==> config.mk <==
export PLATFORM = sky130hd
export DESIGN_NAME = exc_arbiter
export DESIGN_NICKNAME = d
export VERILOG_FILES = /design/src/exc_arb_pkg.sv /design/src/exc_arbiter.sv
export SDC_FILE = /design/constraint.sdc
export NUM_CORES = 1
export LEC_CHECK = 0
export BUFFER_PORTS_ARGS = -buffer_cell sky130_fd_sc_hd__buf_4
export CAP_MARGIN = 20
export CORE_AREA = 2 2 85 87
export DETAILED_ROUTE_END_ITERATION = 12
export DIE_AREA = 0 0 87 89
export PLACE_DENSITY = 0.94
export SETUP_SLACK_MARGIN = 0.05
export SYNTH_ARGS = -nofsm -noshare
export SYNTH_HDL_FRONTEND = slang
export SYNTH_SLANG_ARGS = --single-unit
==> constraint.sdc <==
create_clock -name aclk -period 2.9 [get_ports aclk]
set_input_delay 0.145 -clock aclk [delete_from_list [all_inputs] [get_ports aclk]]
set_output_delay 0.145 -clock aclk [all_outputs]
set_load 0.01 [all_outputs]
==> src/exc_arb_pkg.sv <==
// Behaviour
// Stop instruction clears recovery counter
// Wake from stop: 32 or 4096 cycle delay
// External reset pin leaves counter unchanged
// Counter free-runs after any reset
// Entry stacks registers and sets mask
// Return instruction restores stacked registers
// Latch and arbitrate, give vector code
// Latched request holds until serviced
// Hardware request waits for instruction end
// Take only if unmasked and enabled
// Highest priority pending request goes first
// Still-pending request served before program resumes
// Index high register is never stacked
// Soft trap ignores the mask bit
// Soft trap stacks PC, hardware PC-1
// Flags 1..14 show request; low bits zero
// Flags 15..21 show request presence
// Priority rises with vector address
// Resets highest, taken without arbitration; not taken while in ST_STOPPED or ST_RECOVER
// Break module asserts break request
// Break forces the soft trap vector
// Crystal users keep short recovery cleared
// Thirteen-bit recovery counter
// Stacking after wake waits for recovery
// Status register writes are ignored
package exc_arb_pkg;
	localparam int          NUM_IRQ          = 21;
	localparam int          CNT_W            = 13;
	localparam int          CODE_W           = 5;
	// Register byte offsets
	localparam logic [7:0]  OFS_STATUS_LOW   = 8'h00;
	localparam logic [7:0]  OFS_STATUS_MID   = 8'h04;
	localparam logic [7:0]  OFS_STATUS_HIGH  = 8'h08;
	localparam logic [7:0]  OFS_CONTROL      = 8'h0C;
	localparam logic [7:0]  OFS_RECOVERY     = 8'h10;
	// Control register fields
	localparam int          CTRL_SHORT_BIT   = 0;
	localparam logic        CTRL_RESET       = 1'b0;
	// Recovery delays in crystal clock cycles
	localparam int          LONG_RECOVERY    = 4096;
	localparam int          SHORT_RECOVERY   = 32;
	// Vector codes; address = TOP_VECTOR - 2 * code
	localparam logic [4:0]  CODE_RESET       = 5'h00;
	localparam logic [4:0]  CODE_SOFT_TRAP   = 5'h01;
	localparam logic [4:0]  CODE_IRQ_BASE    = 5'h02;
	localparam logic [15:0] TOP_VECTOR       = 16'hFFFE;
	localparam logic [1:0]  RESP_OKAY        = 2'b00;
	localparam logic [1:0]  RESP_SLVERR      = 2'b10;

	typedef enum logic [1:0] {
		ST_RUN,
		ST_STOPPED,
		ST_RECOVER,
		ST_LATCHED
	} arb_state_e;

	typedef struct packed {
		logic        start;
		logic        set_mask;
		logic        pc_minus_one;
		logic [4:0]  code;
		logic [15:0] addr;
	} exc_out_s;

	function automatic logic [15:0] vector_of(input logic [4:0] code);
		vector_of = TOP_VECTOR - {10'h000, code, 1'b0};
	endfunction : vector_of
endpackage : exc_arb_pkg

==> src/exc_arbiter.sv <==
`timescale 1ns/1ps
module exc_arbiter
	import exc_arb_pkg::*;
#(
	parameter int LONG_DELAY  = LONG_RECOVERY,
	parameter int SHORT_DELAY = SHORT_RECOVERY
) (
	// Clock and internal reset
	input  wire logic                 aclk,
	input  wire logic                 aresetn,
	// AXI4-Lite slave
	input  wire logic [7:0]           s_axi_awaddr,
	input  wire logic                 s_axi_awvalid,
	output logic                      s_axi_awready,
	input  wire logic [31:0]          s_axi_wdata,
	input  wire logic [3:0]           s_axi_wstrb,
	input  wire logic                 s_axi_wvalid,
	output logic                      s_axi_wready,
	output logic [1:0]                s_axi_bresp,
	output logic                      s_axi_bvalid,
	input  wire logic                 s_axi_bready,
	input  wire logic [7:0]           s_axi_araddr,
	input  wire logic                 s_axi_arvalid,
	output logic                      s_axi_arready,
	output logic [31:0]               s_axi_rdata,
	output logic [1:0]                s_axi_rresp,
	output logic                      s_axi_rvalid,
	input  wire logic                 s_axi_rready,
	// Request sources, bit 0 is flag 1
	input  wire logic [NUM_IRQ-1:0]   irq_req,
	input  wire logic [NUM_IRQ-1:0]   irq_enable,
	input  wire logic                 break_req,
	input  wire logic                 ext_reset_pin,
	input  wire logic                 int_reset_req,
	// CPU core
	input  wire logic                 instr_done,
	input  wire logic                 mask_bit,
	input  wire logic                 soft_trap_instr,
	input  wire logic                 return_from_trap_instr,
	input  wire logic                 stop_instr,
	input  wire logic                 vector_taken,
	output exc_out_s                  exc,
	output logic                      restore_regs,
	output logic                      cpu_clock_en
);
	arb_state_e         state_r, state_nxt;
	logic [CNT_W-1:0]   count_r, count_nxt;
	logic               short_sel_r;
	logic               boundary_r;
	exc_out_s           exc_r, exc_nxt;
	logic               restore_r;

	// Priority encoder: lowest flag index wins
	function automatic logic [4:0] pick_irq(input logic [NUM_IRQ-1:0] p);
		logic [4:0] c;
		c = 5'h00;
		for (int i = NUM_IRQ - 1; i >= 0; i--) begin
			if (p[i]) begin
				c = CODE_IRQ_BASE + 5'(i);
			end
		end
		return c;
	endfunction : pick_irq

	// Arbitration
	wire                 any_reset   = int_reset_req | ext_reset_pin;
	wire [NUM_IRQ-1:0]   hw_pending  = irq_req & irq_enable;
	wire                 hw_take     = !mask_bit && (|hw_pending);
	wire                 sw_take     = soft_trap_instr | break_req;
	wire                 at_boundary = instr_done | boundary_r;
	wire [4:0]           hw_code     = pick_irq(hw_pending);
	wire [4:0]           win_code    = sw_take ? CODE_SOFT_TRAP : hw_code;
	wire                 wake        = (|hw_pending) | break_req | ext_reset_pin;
	wire [CNT_W:0]       delay_cnt   = short_sel_r ? (CNT_W+1)'(SHORT_DELAY) : (CNT_W+1)'(LONG_DELAY);
	wire                 recov_done  = ({1'b0, count_r} == delay_cnt - (CNT_W+1)'(1));

	always_comb begin
		state_nxt = state_r;
		exc_nxt   = exc_r;
		exc_nxt.start    = 1'b0;
		exc_nxt.set_mask = 1'b0;
		count_nxt = count_r + CNT_W'(1);
		unique case (state_r)
			ST_RUN: begin
				if (stop_instr) begin
					state_nxt = ST_STOPPED;
					count_nxt = '0;
				end else if (at_boundary && (sw_take || hw_take)) begin
					state_nxt            = ST_LATCHED;
					exc_nxt.start        = 1'b1;
					exc_nxt.set_mask     = 1'b1;
					exc_nxt.pc_minus_one = !sw_take;
					exc_nxt.code         = win_code;
					exc_nxt.addr         = vector_of(win_code);
				end
			end
			ST_STOPPED: begin
				count_nxt = '0;
				if (wake) begin
					state_nxt = ST_RECOVER;
				end
			end
			ST_RECOVER: begin
				if (recov_done) begin
					state_nxt = ST_RUN;
				end
			end
			ST_LATCHED: begin
				if (vector_taken) begin
					state_nxt = ST_RUN;
				end
			end
		endcase
		// Reset sources bypass arbitration
		if (any_reset && state_r != ST_STOPPED && state_r != ST_RECOVER) begin
			state_nxt            = ST_LATCHED;
			exc_nxt.start        = 1'b1;
			exc_nxt.set_mask     = 1'b1;
			exc_nxt.pc_minus_one = 1'b0;
			exc_nxt.code         = CODE_RESET;
			exc_nxt.addr         = vector_of(CODE_RESET);
		end
	end

	// Pin reset is a request, not a counter reset
	always_ff @(posedge aclk) begin
		if (!aresetn) begin
			state_r    <= ST_RUN;
			count_r    <= '0;
			exc_r      <= '0;
			boundary_r <= 1'b0;
			restore_r  <= 1'b0;
		end else begin
			state_r    <= state_nxt;
			count_r    <= count_nxt;
			exc_r      <= exc_nxt;
			boundary_r <= (state_r == ST_RECOVER) && recov_done;
			restore_r  <= return_from_trap_instr;
		end
	end

	// Index high register is never part of the stack frame
	assign exc          = exc_r;
	assign restore_regs = restore_r;
	assign cpu_clock_en = (state_r == ST_RUN) || (state_r == ST_LATCHED);

	// Status views of raw request presence
	logic [7:0] stat_low, stat_mid, stat_high;
	genvar g;
	generate
		for (g = 0; g < 6; g++) begin : g_low
			assign stat_low[g+2] = irq_req[g];
		end
		for (g = 0; g < 8; g++) begin : g_mid
			assign stat_mid[g] = irq_req[g+6];
		end
		for (g = 0; g < 7; g++) begin : g_high
			assign stat_high[g] = irq_req[g+14];
		end
	endgenerate
	assign stat_low[1:0] = 2'b00;
	assign stat_high[7]  = 1'b0;

	// AXI4-Lite write path
	logic       aw_held_r, w_held_r;
	logic [7:0] aw_addr_r;
	logic [31:0] w_data_r;
	logic [3:0] w_strb_r;
	logic       bvalid_r;
	logic [1:0] bresp_r;

	function automatic logic mapped(input logic [7:0] a);
		mapped = (a == OFS_STATUS_LOW) || (a == OFS_STATUS_MID) || (a == OFS_STATUS_HIGH) ||
			(a == OFS_CONTROL) || (a == OFS_RECOVERY);
	endfunction : mapped

	wire aw_fire  = s_axi_awvalid && s_axi_awready;
	wire w_fire   = s_axi_wvalid && s_axi_wready;
	wire have_aw  = aw_held_r || aw_fire;
	wire have_w   = w_held_r || w_fire;
	wire [7:0] wr_addr = aw_held_r ? aw_addr_r : s_axi_awaddr;
	wire [31:0] wr_data = w_held_r ? w_data_r : s_axi_wdata;
	wire [3:0] wr_strb = w_held_r ? w_strb_r : s_axi_wstrb;
	wire wr_do    = have_aw && have_w && !bvalid_r;
	wire ctrl_wr  = wr_do && (wr_addr == OFS_CONTROL) && wr_strb[0];

	assign s_axi_awready = !aw_held_r && !bvalid_r;
	assign s_axi_wready  = !w_held_r && !bvalid_r;
	assign s_axi_bvalid  = bvalid_r;
	assign s_axi_bresp   = bresp_r;

	always_ff @(posedge aclk) begin
		if (!aresetn) begin
			aw_held_r   <= 1'b0;
			w_held_r    <= 1'b0;
			aw_addr_r   <= '0;
			w_data_r    <= '0;
			w_strb_r    <= '0;
			bvalid_r    <= 1'b0;
			bresp_r     <= RESP_OKAY;
			short_sel_r <= CTRL_RESET;
		end else begin
			if (aw_fire) begin
				aw_addr_r <= s_axi_awaddr;
			end
			if (w_fire) begin
				w_data_r <= s_axi_wdata;
				w_strb_r <= s_axi_wstrb;
			end
			aw_held_r <= have_aw && !wr_do;
			w_held_r  <= have_w && !wr_do;
			if (wr_do) begin
				bvalid_r <= 1'b1;
				bresp_r  <= mapped(wr_addr) ? RESP_OKAY : RESP_SLVERR;
			end else if (s_axi_bready) begin
				bvalid_r <= 1'b0;
			end
			// Status writes fall through: flags are live views
			if (ctrl_wr) begin
				short_sel_r <= wr_data[CTRL_SHORT_BIT];
			end
		end
	end

	// AXI4-Lite read path
	logic        rvalid_r;
	logic [31:0] rdata_r;
	logic [1:0]  rresp_r;
	logic [31:0] rd_mux;

	always_comb begin
		unique case (s_axi_araddr)
			OFS_STATUS_LOW:  rd_mux = {24'h000000, stat_low};
			OFS_STATUS_MID:  rd_mux = {24'h000000, stat_mid};
			OFS_STATUS_HIGH: rd_mux = {24'h000000, stat_high};
			OFS_CONTROL:     rd_mux = {31'h00000000, short_sel_r};
			OFS_RECOVERY:    rd_mux = {19'h00000, count_r};
			default:         rd_mux = 32'h00000000;
		endcase
	end

	assign s_axi_arready = !rvalid_r;
	assign s_axi_rvalid  = rvalid_r;
	assign s_axi_rdata   = rdata_r;
	assign s_axi_rresp   = rresp_r;

	always_ff @(posedge aclk) begin
		if (!aresetn) begin
			rvalid_r <= 1'b0;
			rdata_r  <= '0;
			rresp_r  <= RESP_OKAY;
		end else if (s_axi_arvalid && !rvalid_r) begin
			rvalid_r <= 1'b1;
			rdata_r  <= rd_mux;
			rresp_r  <= mapped(s_axi_araddr) ? RESP_OKAY : RESP_SLVERR;
		end else if (s_axi_rready) begin
			rvalid_r <= 1'b0;
		end
	end
endmodule : exc_arbiter

# --- Yosys cells after proc, flatten, opt, wreduce, memory -nomap -nowiden ---
# Index checks and enable logic that the tools add are counted.
word_totals:
  regBits: 92
  in_bits: 110
  output_inout_bits: 67
  word_cells: 144
op_classes:
  n_addsub: 3
  eq_ne: 19
  muxes: 46
  bitwise: 8
  n_reduce_logical: 47
ops:
  columns: ["op", "n"]
  rows:
  - ["2-to-1 mux 5 bit", 22]
  - ["2-to-1 mux 24 bit", 4]
  - ["one-hot mux 13 bit (5 select lines)", 1]
  - ["== test 8 x 4 -> 1 bit, second input constant", 4]
  - ["2-to-1 mux 13 bit", 2]
  - ["one-hot mux 13 bit (2 select lines)", 1]
  - ["bitwise AND 21 bit", 1]
  - ["OR reduction 21 bit", 1]
  - ["== test 8 x 3 -> 1 bit, second input constant", 2]
  - ["== test 8 x 5 -> 1 bit, second input constant", 2]
  - ["logical AND 1 bit", 16]
  - ["logical NOT 8 bit", 2]
  - ["2-to-1 mux 2 bit", 8]
  - ["== test 13 x 14 -> 1 bit", 1]
  - ["subtractor 13 x 1 -> 14 bit, second input constant", 1]
  - ["adder 13 x 1 -> 13 bit, second input constant", 1]
  - ["logical OR 1 bit", 12]
  - ["inequality test 3 bit, second input constant", 3]
  - ["2-to-1 mux 8 bit", 1]
  - ["one-hot mux 2 bit (4 select lines)", 1]
  - ["nonzero test 2 bit", 4]
  - ["subtractor 2 x 7 -> 8 bit, first input constant", 1]
  - ["logical NOT 1 bit", 7]
  - ["2-to-1 mux 1 bit", 6]
  - ["other kinds (11)", 19]

# --- Logic depth before layout (Yosys ltp) ---
# Gate-level depths: netlist of run 1.
logic_depth:
  depth_word: 28
  depth_mapped: 8
  depth_no_buf: 8

# --- Worst setup path before layout of run 1 ---
# No wires, ideal clock.
synth_path:
  kind: "register to register"
  start: "reg state_r[0]"
  end: "reg exc_r, in the netlist exc[3]"
  setup_time_ns: 0.116
  arrival_ns: 1.718
  t_required_ns: 2.784
  path_slack_ns: 1.066
  stages_incl_launch_ff: 8
  n_path_buf: 0
  synth_period_minus_slack_ns: 1.834
  path_cell_list: "dfxtp_1 -> inv_1 -> ha_1 -> nor2b_1 -> nand2_1 -> nor4_1 -> nand3_1 -> o211a_1"
synth_via:
  elab_chain_len: 5
  elab_cells_between_ends: 10
  cone_classes: "eq/ne: 3; mux: 1; reduce/logical: 6"
synth_rtl:
  columns: ["item", "line_no", "rtl"]
  rows:
  - ["from (decl)", "exc_arbiter.sv:46", "arb_state_e state_r, state_nxt;"]
  - ["from (signal assigned)", "exc_arbiter.sv:134", "state_r <= state_nxt;"]
  - ["inequality test 2 x 1 -> 1 bit", "exc_arbiter.sv:115", "if (any_reset && state_r != ST_STOPPED && state_r != ST_RECOVER) begin"]
  - ["logical AND 1 bit (2 in a row)", "exc_arbiter.sv:115", null]
  - ["inequality test 2 x 1 -> 1 bit (no source line) or nonzero test 2 bit (tied branches)", null, null]
  - ["AND reduction 3 bit (no source line)", null, null]
  - ["to (signal assigned)", "exc_arbiter.sv:136", "exc_r <= exc_nxt;"]
  - ["to (decl)", "exc_arbiter.sv:50", "exc_out_s exc_r, exc_nxt;"]
# Several ways; a longest one is shown, not always the timed one.
# A chain may end at the register's enable or synchronous reset.

# --- Final worst setup path of run 1 ---
layout_path:
  start: "reg state_r[1]"
  end: "reg exc_r, in the netlist exc[3]"
# The elaborated chain is that of the path after synthesis.

==> flow_metrics.tcl, run 1 <==
set metrics [dict create \
    fin_crit_sh_pct 76.9 \
    vias 3404 \
    globalRouteTotalUtil_pct 24.2 \
    synth_cell_types 51 \
    min_period_ns 2.23 \
    crit_chain "inv_1 > ha_1 > nor2b_1 > nand2_1 > nor4_1 > nand3_1 > o211a_1" \
    dp_hpwl_um 7440 \
    tritoncts "yes" \
    ys_warn_count 0 \
    tightest_slew_ns 0.737 \
    area_delta_synth_final_pct 30.2 \
    comb_power_share_pct 31.1 \
    synth_seq_area_share_pct 36.7 \
    hold_violations 0 \
    power_density_mw_per_mm2 574 \
    clk_latency_ns 0.33 \
    cpPeakStageDelay_ns 0.54 \
    ir_drop_mv 0.311 \
    fmax_mhz 449 \
    cts_resized 0 \
    drt-initial-drc-count 278 \
    rsz0062_at_grt "false" \
    cp_data_arrival_time_ns 2.45 \
    post_cts.repair.setup_buffers 0 \
    dieArea_sq_mm 0.00774 \
    drive_gt1_share_pct 29.4 \
    p_clk_share_pct 28.9 \
    finClkSkew_ns 0.00603 \
    internal_power_uw 1670 \
    pwr-share-seq_pct 40.0 \
    avgSynthCellArea_sq_um 8.21 \
    synthFlopType "dfxtp_1" \
    setup_violations 0 \
    leakage_uw 0.00185 \
    criticalPathCategory "register to register" \
    core_sq_mm 0.00672 \
    synth-edff-count 0 \
    rows 30 \
    n_antenna_cell 0 \
    clk_pin_slew_ns 0.07 \
    io_pins 177 \
    chipWidth_um 87 \
    syn-cell-area_sq_mm 0.00327 \
    port_buffers 120 \
    status "complete, no violations" \
    cap_violations 0 \
    initial_core_util_pct 48.7 \
    slew-limit-headroom_pct 50.5 \
    min-delay-path-class "input pin to register" \
    async_flop_share_pct 0 \
    grt_pass1_vias 3349 \
    die_h_um 89 \
    required_ns 3.12 \
    numCtsBuffers 9 \
    r2r_setup_slack_ns 0.67 \
    syn-instance-count 398 \
    grt_max_degree 39 \
    critPathLaunchType "register" \
    routabilityCongestion 0.957 \
    viasPerCell 5.77 \
    timing.hold.ws_ns 0.0186 \
    dr.pass1.iters 6 \
    ys_seq_elements 60 \
    htree_levels 3 \
    p_sw_uw 777 \
    wl_per_cell_um 16.1 \
    final_nets 623 \
    maxSlewViolCount 0 \
    cts_hold_buffers 0 \
    cpMaxStageDelayCell "nor4_1" \
    nFillCells 545 \
    end_kind "register" \
    drtAntennaViolNets 0 \
    cp_max_fo 5 \
    grt.overflow.total 0 \
    clkSinkCount 60 \
    wl_um 9480 \
    fin_tns_setup_ns 0 \
    swShare_pct 31.8 \
    grt_first_pass_wirelength_um 14700 \
    clock_path_buffers 2 \
    drc 0 \
    antenna_found_initial 0 \
    cts-root-buf "clkbuf_8" \
]
==> layer usage <==
metal / GRT usage [%] / part of all wire, %
met5: 0 / 0
met2: 43.7 / 51
met1: 27.0 / 38
met4: 12.4 / 2.8
met3: 4.89 / 7.9
==> worst max-delay path: cells and delay by family (launching register included) <==
family / cells / cell delay (ns)
AND/OR/NAND/NOR: 4 / 1.18
adder cells (fa/ha/maj): 1 / 0.24
AO/OA/AOI/OAI: 1 / 0.26
flip-flops: 1 / 0.34
buffers and inverters: 1 / 0.09
==> registers in the layout, indices dropped and copies added (netlist names), 2 cells and up <==
signal / count
state_r: 2
s_axi_rdata: 13
aw_addr_r: 8
count_r: 13
exc: 13
==> worst paths after layout <==
kind / to / startpoint / depth (start not counted)
worst max-delay path: exc[3] / state_r[1] / 7
worst min-delay path: restore_regs / return_from_trap_instr / 2
worst max register to register: exc[3] / state_r[1] / 7
worst min register to register: exc[20] / exc[20] / 2
==> placed cells by master, fill, tap and decap left out, types with 9 or more instances in the layout <==
master,Yosys,routed
a21boi_0,16,16
a21oi_1,11,11
a22oi_1,13,13
buf_4,32,122
clkbuf_8,0,10
conb_1,1,22
dfxtp_1,60,60
nand2_1,64,64
nand3_1,16,16
nor2_1,34,34
nor3_1,9,9
o21ai_0,21,21
==> cells by family (layout without fill, tap and decap cells) <==
logic type | count (synthesis) | in the layout | share of synthesized area, %
buffers and inverters | 52 | 143 | 9.68
other | 1 | 22 | 0.115
and+or+nand+nor | 155 | 155 | 21.8
muxes | 12 | 12 | 3.90
DFF | 60 | 60 | 36.7
xor gates and xnor gates | 10 | 10 | 2.68
adders and majority gates | 5 | 5 | 1.91
AOI/OAI and AO/OA | 103 | 103 | 23.2
==> through the flow <==
stage | cells | instance area, sq um | utilization [%] | worst slack (ns) | total power, uW
6_report | 590 | 4260 | 63.3 | 0.671 | 2440
5_1_grt | 590 | 4260 | 63.3 | 0.374 | 2560
4_1_cts | 590 | 4260 | 63.3 | 0.686 | 2440
3_5_place_dp | 577 | 4080 | 60.7 | 0.694 | 1740
3_3_place_gp | 577 | 4080 | 60.7 | 0.808 | 1710
2_1_floorplan | 419 | 3350 | - | 1.07 | 1460
==> Yosys cell counts, types with 2 or more instances <==
cell type | number | area [sq um]
nand2_1 | 64 | 240
dfxtp_1 | 60 | 1200
nor2_1 | 34 | 128
buf_4 | 32 | 240
o21ai_0 | 21 | 105
a21boi_0 | 16 | 120
nand3_1 | 16 | 80.1
a22oi_1 | 13 | 97.6
a21oi_1 | 11 | 55.1
clkbuf_1 | 10 | 37.5
nor3_1 | 9 | 45.0
inv_1 | 8 | 30.0
xor2_1 | 8 | 70.1
a222oi_1 | 6 | 60.1
mux2_2 | 6 | 67.6
mux2i_1 | 6 | 60.1
nand4_1 | 6 | 37.5
nor2b_1 | 6 | 37.5
o21a_1 | 6 | 45.0
a32oi_1 | 5 | 43.8
ha_1 | 5 | 62.6
and2_1 | 4 | 25.0
o211a_1 | 4 | 40.0
o211ai_1 | 4 | 30.0
a32o_1 | 3 | 30.0
nor4_1 | 3 | 18.8
o221a_2 | 3 | 33.8
a31oi_1 | 2 | 12.5
and3_1 | 2 | 12.5
nor3b_1 | 2 | 15.0
or3_1 | 2 | 12.5
xnor2_1 | 2 | 17.5
==> power groups by stage <==
stage	Combinational, uW	Sequential, uW	Clock [uW]
5_1_grt	837	985	740
3_5_place_dp	751	993	0
3_3_place_gp	721	986	0
2_1_floorplan	470	993	0
4_1_cts	756	976	710
6_report	760	977	706
==> final cells by class <==
class	instances	area, sq um	share of cell area [%]
Sequential cell	60	1200	28.2
Timing Repair Buffer	122	916	21.5
Multi-Input combinational cell	307	1830	43.0
Clock buffer	10	138	3.23
Tap cell	80	100	2.35
Clock inverter	3	40.0	0.941
Inverter	8	30.0	0.706
No activity file was read; power rests on OpenSTA's default activity.
==> run 2: changes to the inputs <==
Settings changed: ABC_AREA set to 1, CORE_AREA 2 2 85 87 to 2 2 94 96, DIE_AREA 0 0 87 89 to 0 0 96 98, PLACE_DENSITY 0.94 to 0.84.
Clock period 2.9 ns to 1.9 ns, I/O delays scaled along.
==> run 2 against run 1 <==
  * Sequential cell count unchanged
  * Routed wire length decreased by 4.7%
  * Clock power increased by 59%
  * Fmax increased by 31%
  * First-iteration DRC count decreased by 41%
  * Via count increased by 3.6%
  * Critical path depth increased by 3
  * Die area increased by 22%
  * Power increased by 66%
  * Clock-buffer cell count increased by 2
  * Final cell count increased by 23%
  * Sequential share of layout area decreased by 1.5 points
==> flow_metrics.tcl, run 2 <==
set metrics [dict create \
    status "complete, no violations" \
    numCtsBuffers 9 \
    tightest_slew_ns 0.509 \
    min-delay-path-class "input pin to register" \
    end_kind "register" \
    dp_slack_ns 0.134 \
    n_antenna_cell 0 \
    finClkSkew_ns 0.00673 \
    drt-initial-drc-count 165 \
    cts-root-buf "clkbuf_8" \
    fin_crit_sh_pct 89.4 \
    cpMaxStageDelayCell "dfxtp_1" \
    multi_input_area_sq_mm 0.00173 \
    cap_violations 0 \
    comb_power_share_pct 34.2 \
    mostFrequentLayoutCell "buf_4" \
    synthTopCellsByCount "nand2_1, dfxtp_1, inv_1, a21oi_1, nor2_1" \
    viasPerCell 4.86 \
    dr.pass1.iters 4 \
    pwr-share-seq_pct 38.1 \
    fin_area_sq_mm 0.00450 \
    drtAntennaViolNets 0 \
    cp_data_arrival_time_ns 1.91 \
    fin_tns_setup_ns 0 \
    synth_top_area_share_pct 35.9 \
    clock_path_buffers 2 \
    wl_per_cell_um 12.5 \
    slew-limit-headroom_pct 65.7 \
    crit_family "compound AO/OA/AOI/OAI gates" \
    regArea_sq_mm 0.00120 \
    min_period_ns 1.70 \
    drive_gt1_share_pct 29.3 \
    synth-edff-count 0 \
    antenna_found_initial 0 \
    setup_violations 0 \
    criticalPathCategory "register to register" \
    ys_warn_count 0 \
    synth_top_cell_by_area "dfxtp_1" \
    chipWidth_um 96 \
    cpPeakStageDelay_ns 0.40 \
    power_density_mw_per_mm2 901 \
    critPathLaunchType "register" \
    syn-instance-count 491 \
    wl_um 9030 \
    vias 3525 \
    clk_pin_slew_ns 0.07 \
    place_area_sq_mm 0.00425 \
    dieArea_sq_mm 0.00941 \
    internal_power_uw 2700 \
    synth_seq_area_share_pct 35.9 \
    die_h_um 98 \
    grt.overflow.total 0 \
    rsz0062_at_grt "true" \
    crit_chain "nand2_1 > inv_2 > nand2_1 > nor3_4 > o2111ai_1 > nand2_1 > nand2_1 > o21bai_2 > o21ai_1 > a21oi_1" \
    tritoncts "yes" \
    swShare_pct 33.4 \
    synthFlopType "dfxtp_1" \
    required_ns 2.11 \
    path_buf_inv 1 \
    async_flop_share_pct 0 \
    crit_top_cell "nand2_1" \
    clkSinkCount 60 \
    routabilityCongestion 0.877 \
    ys_seq_elements 60 \
    rows 34 \
    nFillCells 811 \
    final_nets 729 \
    fmax_mhz 589 \
    maxSlewViolCount 0 \
    hold_violations 0 \
    p_clk_share_pct 27.6 \
    grt_max_degree 28 \
    layout_common_cells "buf_4, nand2_1, inv_1, dfxtp_1, a21oi_1" \
    setup_ws_ns 0.201 \
    leakage_uw 0.00217 \
    initial_core_util_pct 39.5 \
    synth.most_common_cell "nand2_1" \
    grt_first_pass_wirelength_um 14300 \
    ir_drop_mv 0.464 \
    grt_pass1_vias 3306 \
    clk_latency_ns 0.33 \
    synthTopCellsByArea "dfxtp_1, nand2_1, buf_4, a21oi_1, inv_1" \
    drc 0 \
    io_pins 177 \
    synth_cell_types 45 \
    p_sw_uw 1350 \
    htree_levels 3 \
    avgSynthCellArea_sq_um 6.81 \
    port_buffers 120 \
    syn-cell-area_sq_mm 0.00334 \
    core_sq_mm 0.00847 \
    timing.hold.ws_ns 0.0100 \
    cp_max_fo 4 \
    dp_hpwl_um 7290 \
    area_delta_synth_final_pct 34.5 \
    globalRouteTotalUtil_pct 19.0 \
]
==> run 2: cell types whose count changed after synthesis, moves of 12 or more <==
cell and change:
inv_1 +51, o21ai_0 +12, nand2_1 +65, a22oi_1 -13, a21oi_1 +34, a21boi_0 -15
==> run 2: worst register-to-register path, delay by kind of cell (launching register included) <==
kind                   cells  cell delay [ns]
DFF                        1             0.40
and+or+nand+nor            5             0.51
AOI/OAI and AO/OA          4             0.60
buffers and inverters      1             0.07
==> run 2: metal layers <==
metal,share of wire (%),vias up,GRT usage [%]
met5,0,-,0
li1,-,1779,-
met1,41,1579,22.1
met4,2.0,0,8.24
met3,7.8,23,4.94
met2,49,144,32.4
==> run 2: logic make-up after synthesis <==
logic type / after synthesis / synth area share [%]
simple gates: 210 / 27.6
buf+inv: 108 / 15.8
compound gates: 104 / 17.9
flops: 60 / 35.9
fa+ha+maj: 5 / 1.87
xor+xnor: 2 / 0.524
other cells: 1 / 0.112
mux: 1 / 0.299
==> run 2: power by group through the flow <==
| stage | registers (uW) | logic (uW) | clock network, uW |
|---|---|---|---|
| 4_1_cts | 1540 | 1350 | 1150 |
| 6_report | 1540 | 1390 | 1120 |
| 5_1_grt | 1560 | 1530 | 1210 |
| 3_5_place_dp | 1570 | 1340 | 0 |
| 2_1_floorplan | 1570 | 851 | 0 |
| 3_3_place_gp | 1560 | 1300 | 0 |
==> run 2: worst paths after layout <==
path              slack [ns]           end            start  depth (start not counted)
setup / recovery        0.20    state_r[1]       count_r[6]                         10
hold / removal          0.01  aw_addr_r[1]  s_axi_awaddr[1]                          3
setup reg to reg        0.20    state_r[1]       count_r[6]                         10
hold reg to reg         0.45    count_r[0]       count_r[0]                          1
==> run 2: layout make-up <==
type                       count  share of cell area (%)
multi-input combinational    344                    38.4
inverter                      68                    5.70
clock inverter                 2                   0.779
sequential                    60                    26.8
tap                          108                    3.01
timing repair buffer         131                    21.9
clock buffer                  12                    3.45
==> run 2: stage by stage <==
step | util (%) | std cells | power (uW)
finish | 53.1 | 725 | 4050
global route | 53.1 | 725 | 4300
CTS | 52.5 | 723 | 4040
detailed placement | 50.2 | 708 | 2910
global placement | 50.2 | 708 | 2850
floorplan | - | 512 | 2420
==> run 2: timing repair <==
| item | CTS | global route |
|---|---|---|
| hold endpoints to repair | 1 | 0 |
| hold buffers | 1 | 0 |
| resized for setup | 0 | 9 |
| setup endpoints to repair | 0 | 11 |
| buffers inserted | 0 | 2 |
==> run 3: changes to the inputs <==
Settings changed: CELL_PAD_IN_SITES_DETAIL_PLACEMENT set to 1, CELL_PAD_IN_SITES_GLOBAL_PLACEMENT set to 2, CORE_AREA 2 2 94 96 to 2 2 127 129, DIE_AREA 0 0 96 98 to 0 0 129 131, PLACE_DENSITY 0.84 to 0.86.
Clock period 1.9 ns to 1.7 ns, I/O delays scaled along.
==> run 3 against run 2 <==
  * Register-to-register slack lost 0.23 ns
  * Clock skew barely moved
  * Utilization fell by 21 points
  * The run now ends with negative setup slack left
  * Worst hold slack about the same
  * Die area up 80%
  * Clock-buffer cell count rose by 1
  * Non-clock buffer count grew 25
  * Sequential power up 14%
  * First-iteration DRC count is 28% lower
  * Sequential cell count did not move
==> flow_metrics.tcl, run 3 (synthesis results as in run 2) <==
set metrics [dict create \
    routabilityCongestion 0.871 \
    violations "negative setup slack" \
    place_area_sq_mm 0.00455 \
    initial_core_util_pct 21.4 \
    cp_data_arrival_time_ns 1.94 \
    wl_per_cell_um 13.9 \
    min_to "s_axi_bvalid" \
    numCtsBuffers 9 \
    mostFrequentLayoutCell "buf_4" \
    fin_crit_sh_pct 102 \
    criticalPathCategory "register to register" \
    cpMaxStageDelayCell "o41ai_2" \
    status "complete, but fails checks" \
    hold_violations 0 \
    leakage_uw 0.00237 \
    cap_violations 0 \
    htree_levels 3 \
    r2r_setup_slack_ns -0.03 \
    rows 46 \
    met3WireLength_um 706 \
    core_sq_mm 0.0156 \
    port_buffers 120 \
    setup_ws_ns -0.0292 \
    layout_common_cells "buf_4, nand2_1, inv_1, dfxtp_1, a21oi_1" \
    die_h_um 131 \
    maxSlewViolCount 0 \
    grt_first_pass_wirelength_um 18200 \
    antenna_found_initial 0 \
    dp_hpwl_um 9770 \
    fmax_mhz 578 \
    end_kind "register" \
    clock_path_buffers 2 \
    drc 0 \
    grt.overflow.total 0 \
    crit_top_cell "nand2_1" \
    drive_gt1_share_pct 36.5 \
    globalRouteTotalUtil_pct 13.7 \
    top_layer_used "met4" \
    vias 3643 \
    crit_chain "nor2_4 > nand3_2 > o41ai_2 > o2111ai_2 > nand2_1 > nand2_1 > o21bai_4 > o21ai_2 > a21oi_1" \
    drt-initial-drc-count 118 \
    cp_max_fo 4 \
    r2r-end "state_r[1]" \
    wl_met1_um 5140 \
    min_period_ns 1.73 \
    ir_drop_mv 0.499 \
    drtAntennaViolNets 0 \
    reg2reg_depth 9 \
    holdPathStages 4 \
    setup_violations 2 \
    grt_pass1_vias 3733 \
    final_nets 754 \
    grt_max_degree 19 \
    dr.pass1.iters 4 \
    clk_latency_ns 0.32 \
    cpPeakStageDelay_ns 0.36 \
    r2r_start "count_r[11]" \
    n_antenna_cell 0 \
    final_core_util_pct 32.4 \
    tritoncts "yes" \
    cts-root-buf "clkbuf_16" \
    dieArea_sq_mm 0.0169 \
    wl_um 12000 \
    hp-start "s_axi_bready" \
    io_pins 177 \
    viasPerCell 4.24 \
    clk_pin_slew_ns 0.05 \
    chipWidth_um 129 \
    critPathLaunchType "register" \
    fin_area_sq_mm 0.00506 \
    finClkSkew_ns 0.00719 \
    power_density_mw_per_mm2 1040 \
    required_ns 1.91 \
    route.met2.wl_um 5870 \
    min-delay-path-class "input pin to register" \
    rsz0062_at_grt "true" \
    clkSinkCount 60 \
    area_delta_synth_final_pct 51.2 \
]
-- run 3: worst max-delay path, delay by kind of cell, from the launching register on --
kind / cells / cell delay [ns]
AO/OA/AOI/OAI: 5 / 0.91
flip-flops: 1 / 0.33
AND/OR/NAND/NOR: 4 / 0.37
-- run 3: stage by stage --
step	std cells	TNS, ns	power [uW]	hold slack (ns)	setup WS, ns
after detailed placement	836	-1.14	3420	0.274	-0.151
after CTS	856	0	5230	0.00920	0.0223
after global routing	859	-0.332	5620	0.0178	-0.158
final	859	-0.0391	5280	0.0103	-0.0292
after global placement	836	0	3340	0.267	0.0229
after floorplan	512	0	2720	0.183	0.109
-- run 3: layout make-up --
class	instances	area, sq um
tap	216	270
timing repair buffer	156	1190
clock buffer	13	250
sequential	60	1210
fill	1933	10500
inverter	68	259
clock inverter	2	35.0
multi-input combinational	344	1840
-- run 3: worst max path at each step --
stage | startpoint | to | slack [ns] | cells after the start
2_1_floorplan | s_axi_bvalid | short_sel_r | 0.11 | 9
3_3_place_gp | irq_req[19] | exc[2] | 0.02 | 14
3_5_place_dp | irq_req[7] | state_r[1] | -0.15 | 12
4_1_cts | state_r[1] | exc[2] | 0.02 | 11
5_1_grt | count_r[11] | state_r[1] | -0.16 | 9
6_report | count_r[11] | state_r[1] | -0.03 | 9
-- run 3: timing repair --
action,CTS,global route
pin swaps,6,13
resized for setup,19,30
hold endpoints to repair,1,0
hold buffers,1,0
setup buffers,4,3
endpoints found under the setup margin,13,21
-- run 3: layer usage --
layer	global-route usage, %	vias to the layer above
li1	-	1832
met1	16.6	1683
met2	23.5	109
met3	3.05	19
met4	6.01	0
met5	0	-
-- run 3: power by group --
part	switching (uW)	internal (uW)
clock	594	1160
combinational	980	801
sequential	151	1600
total	1720	3560
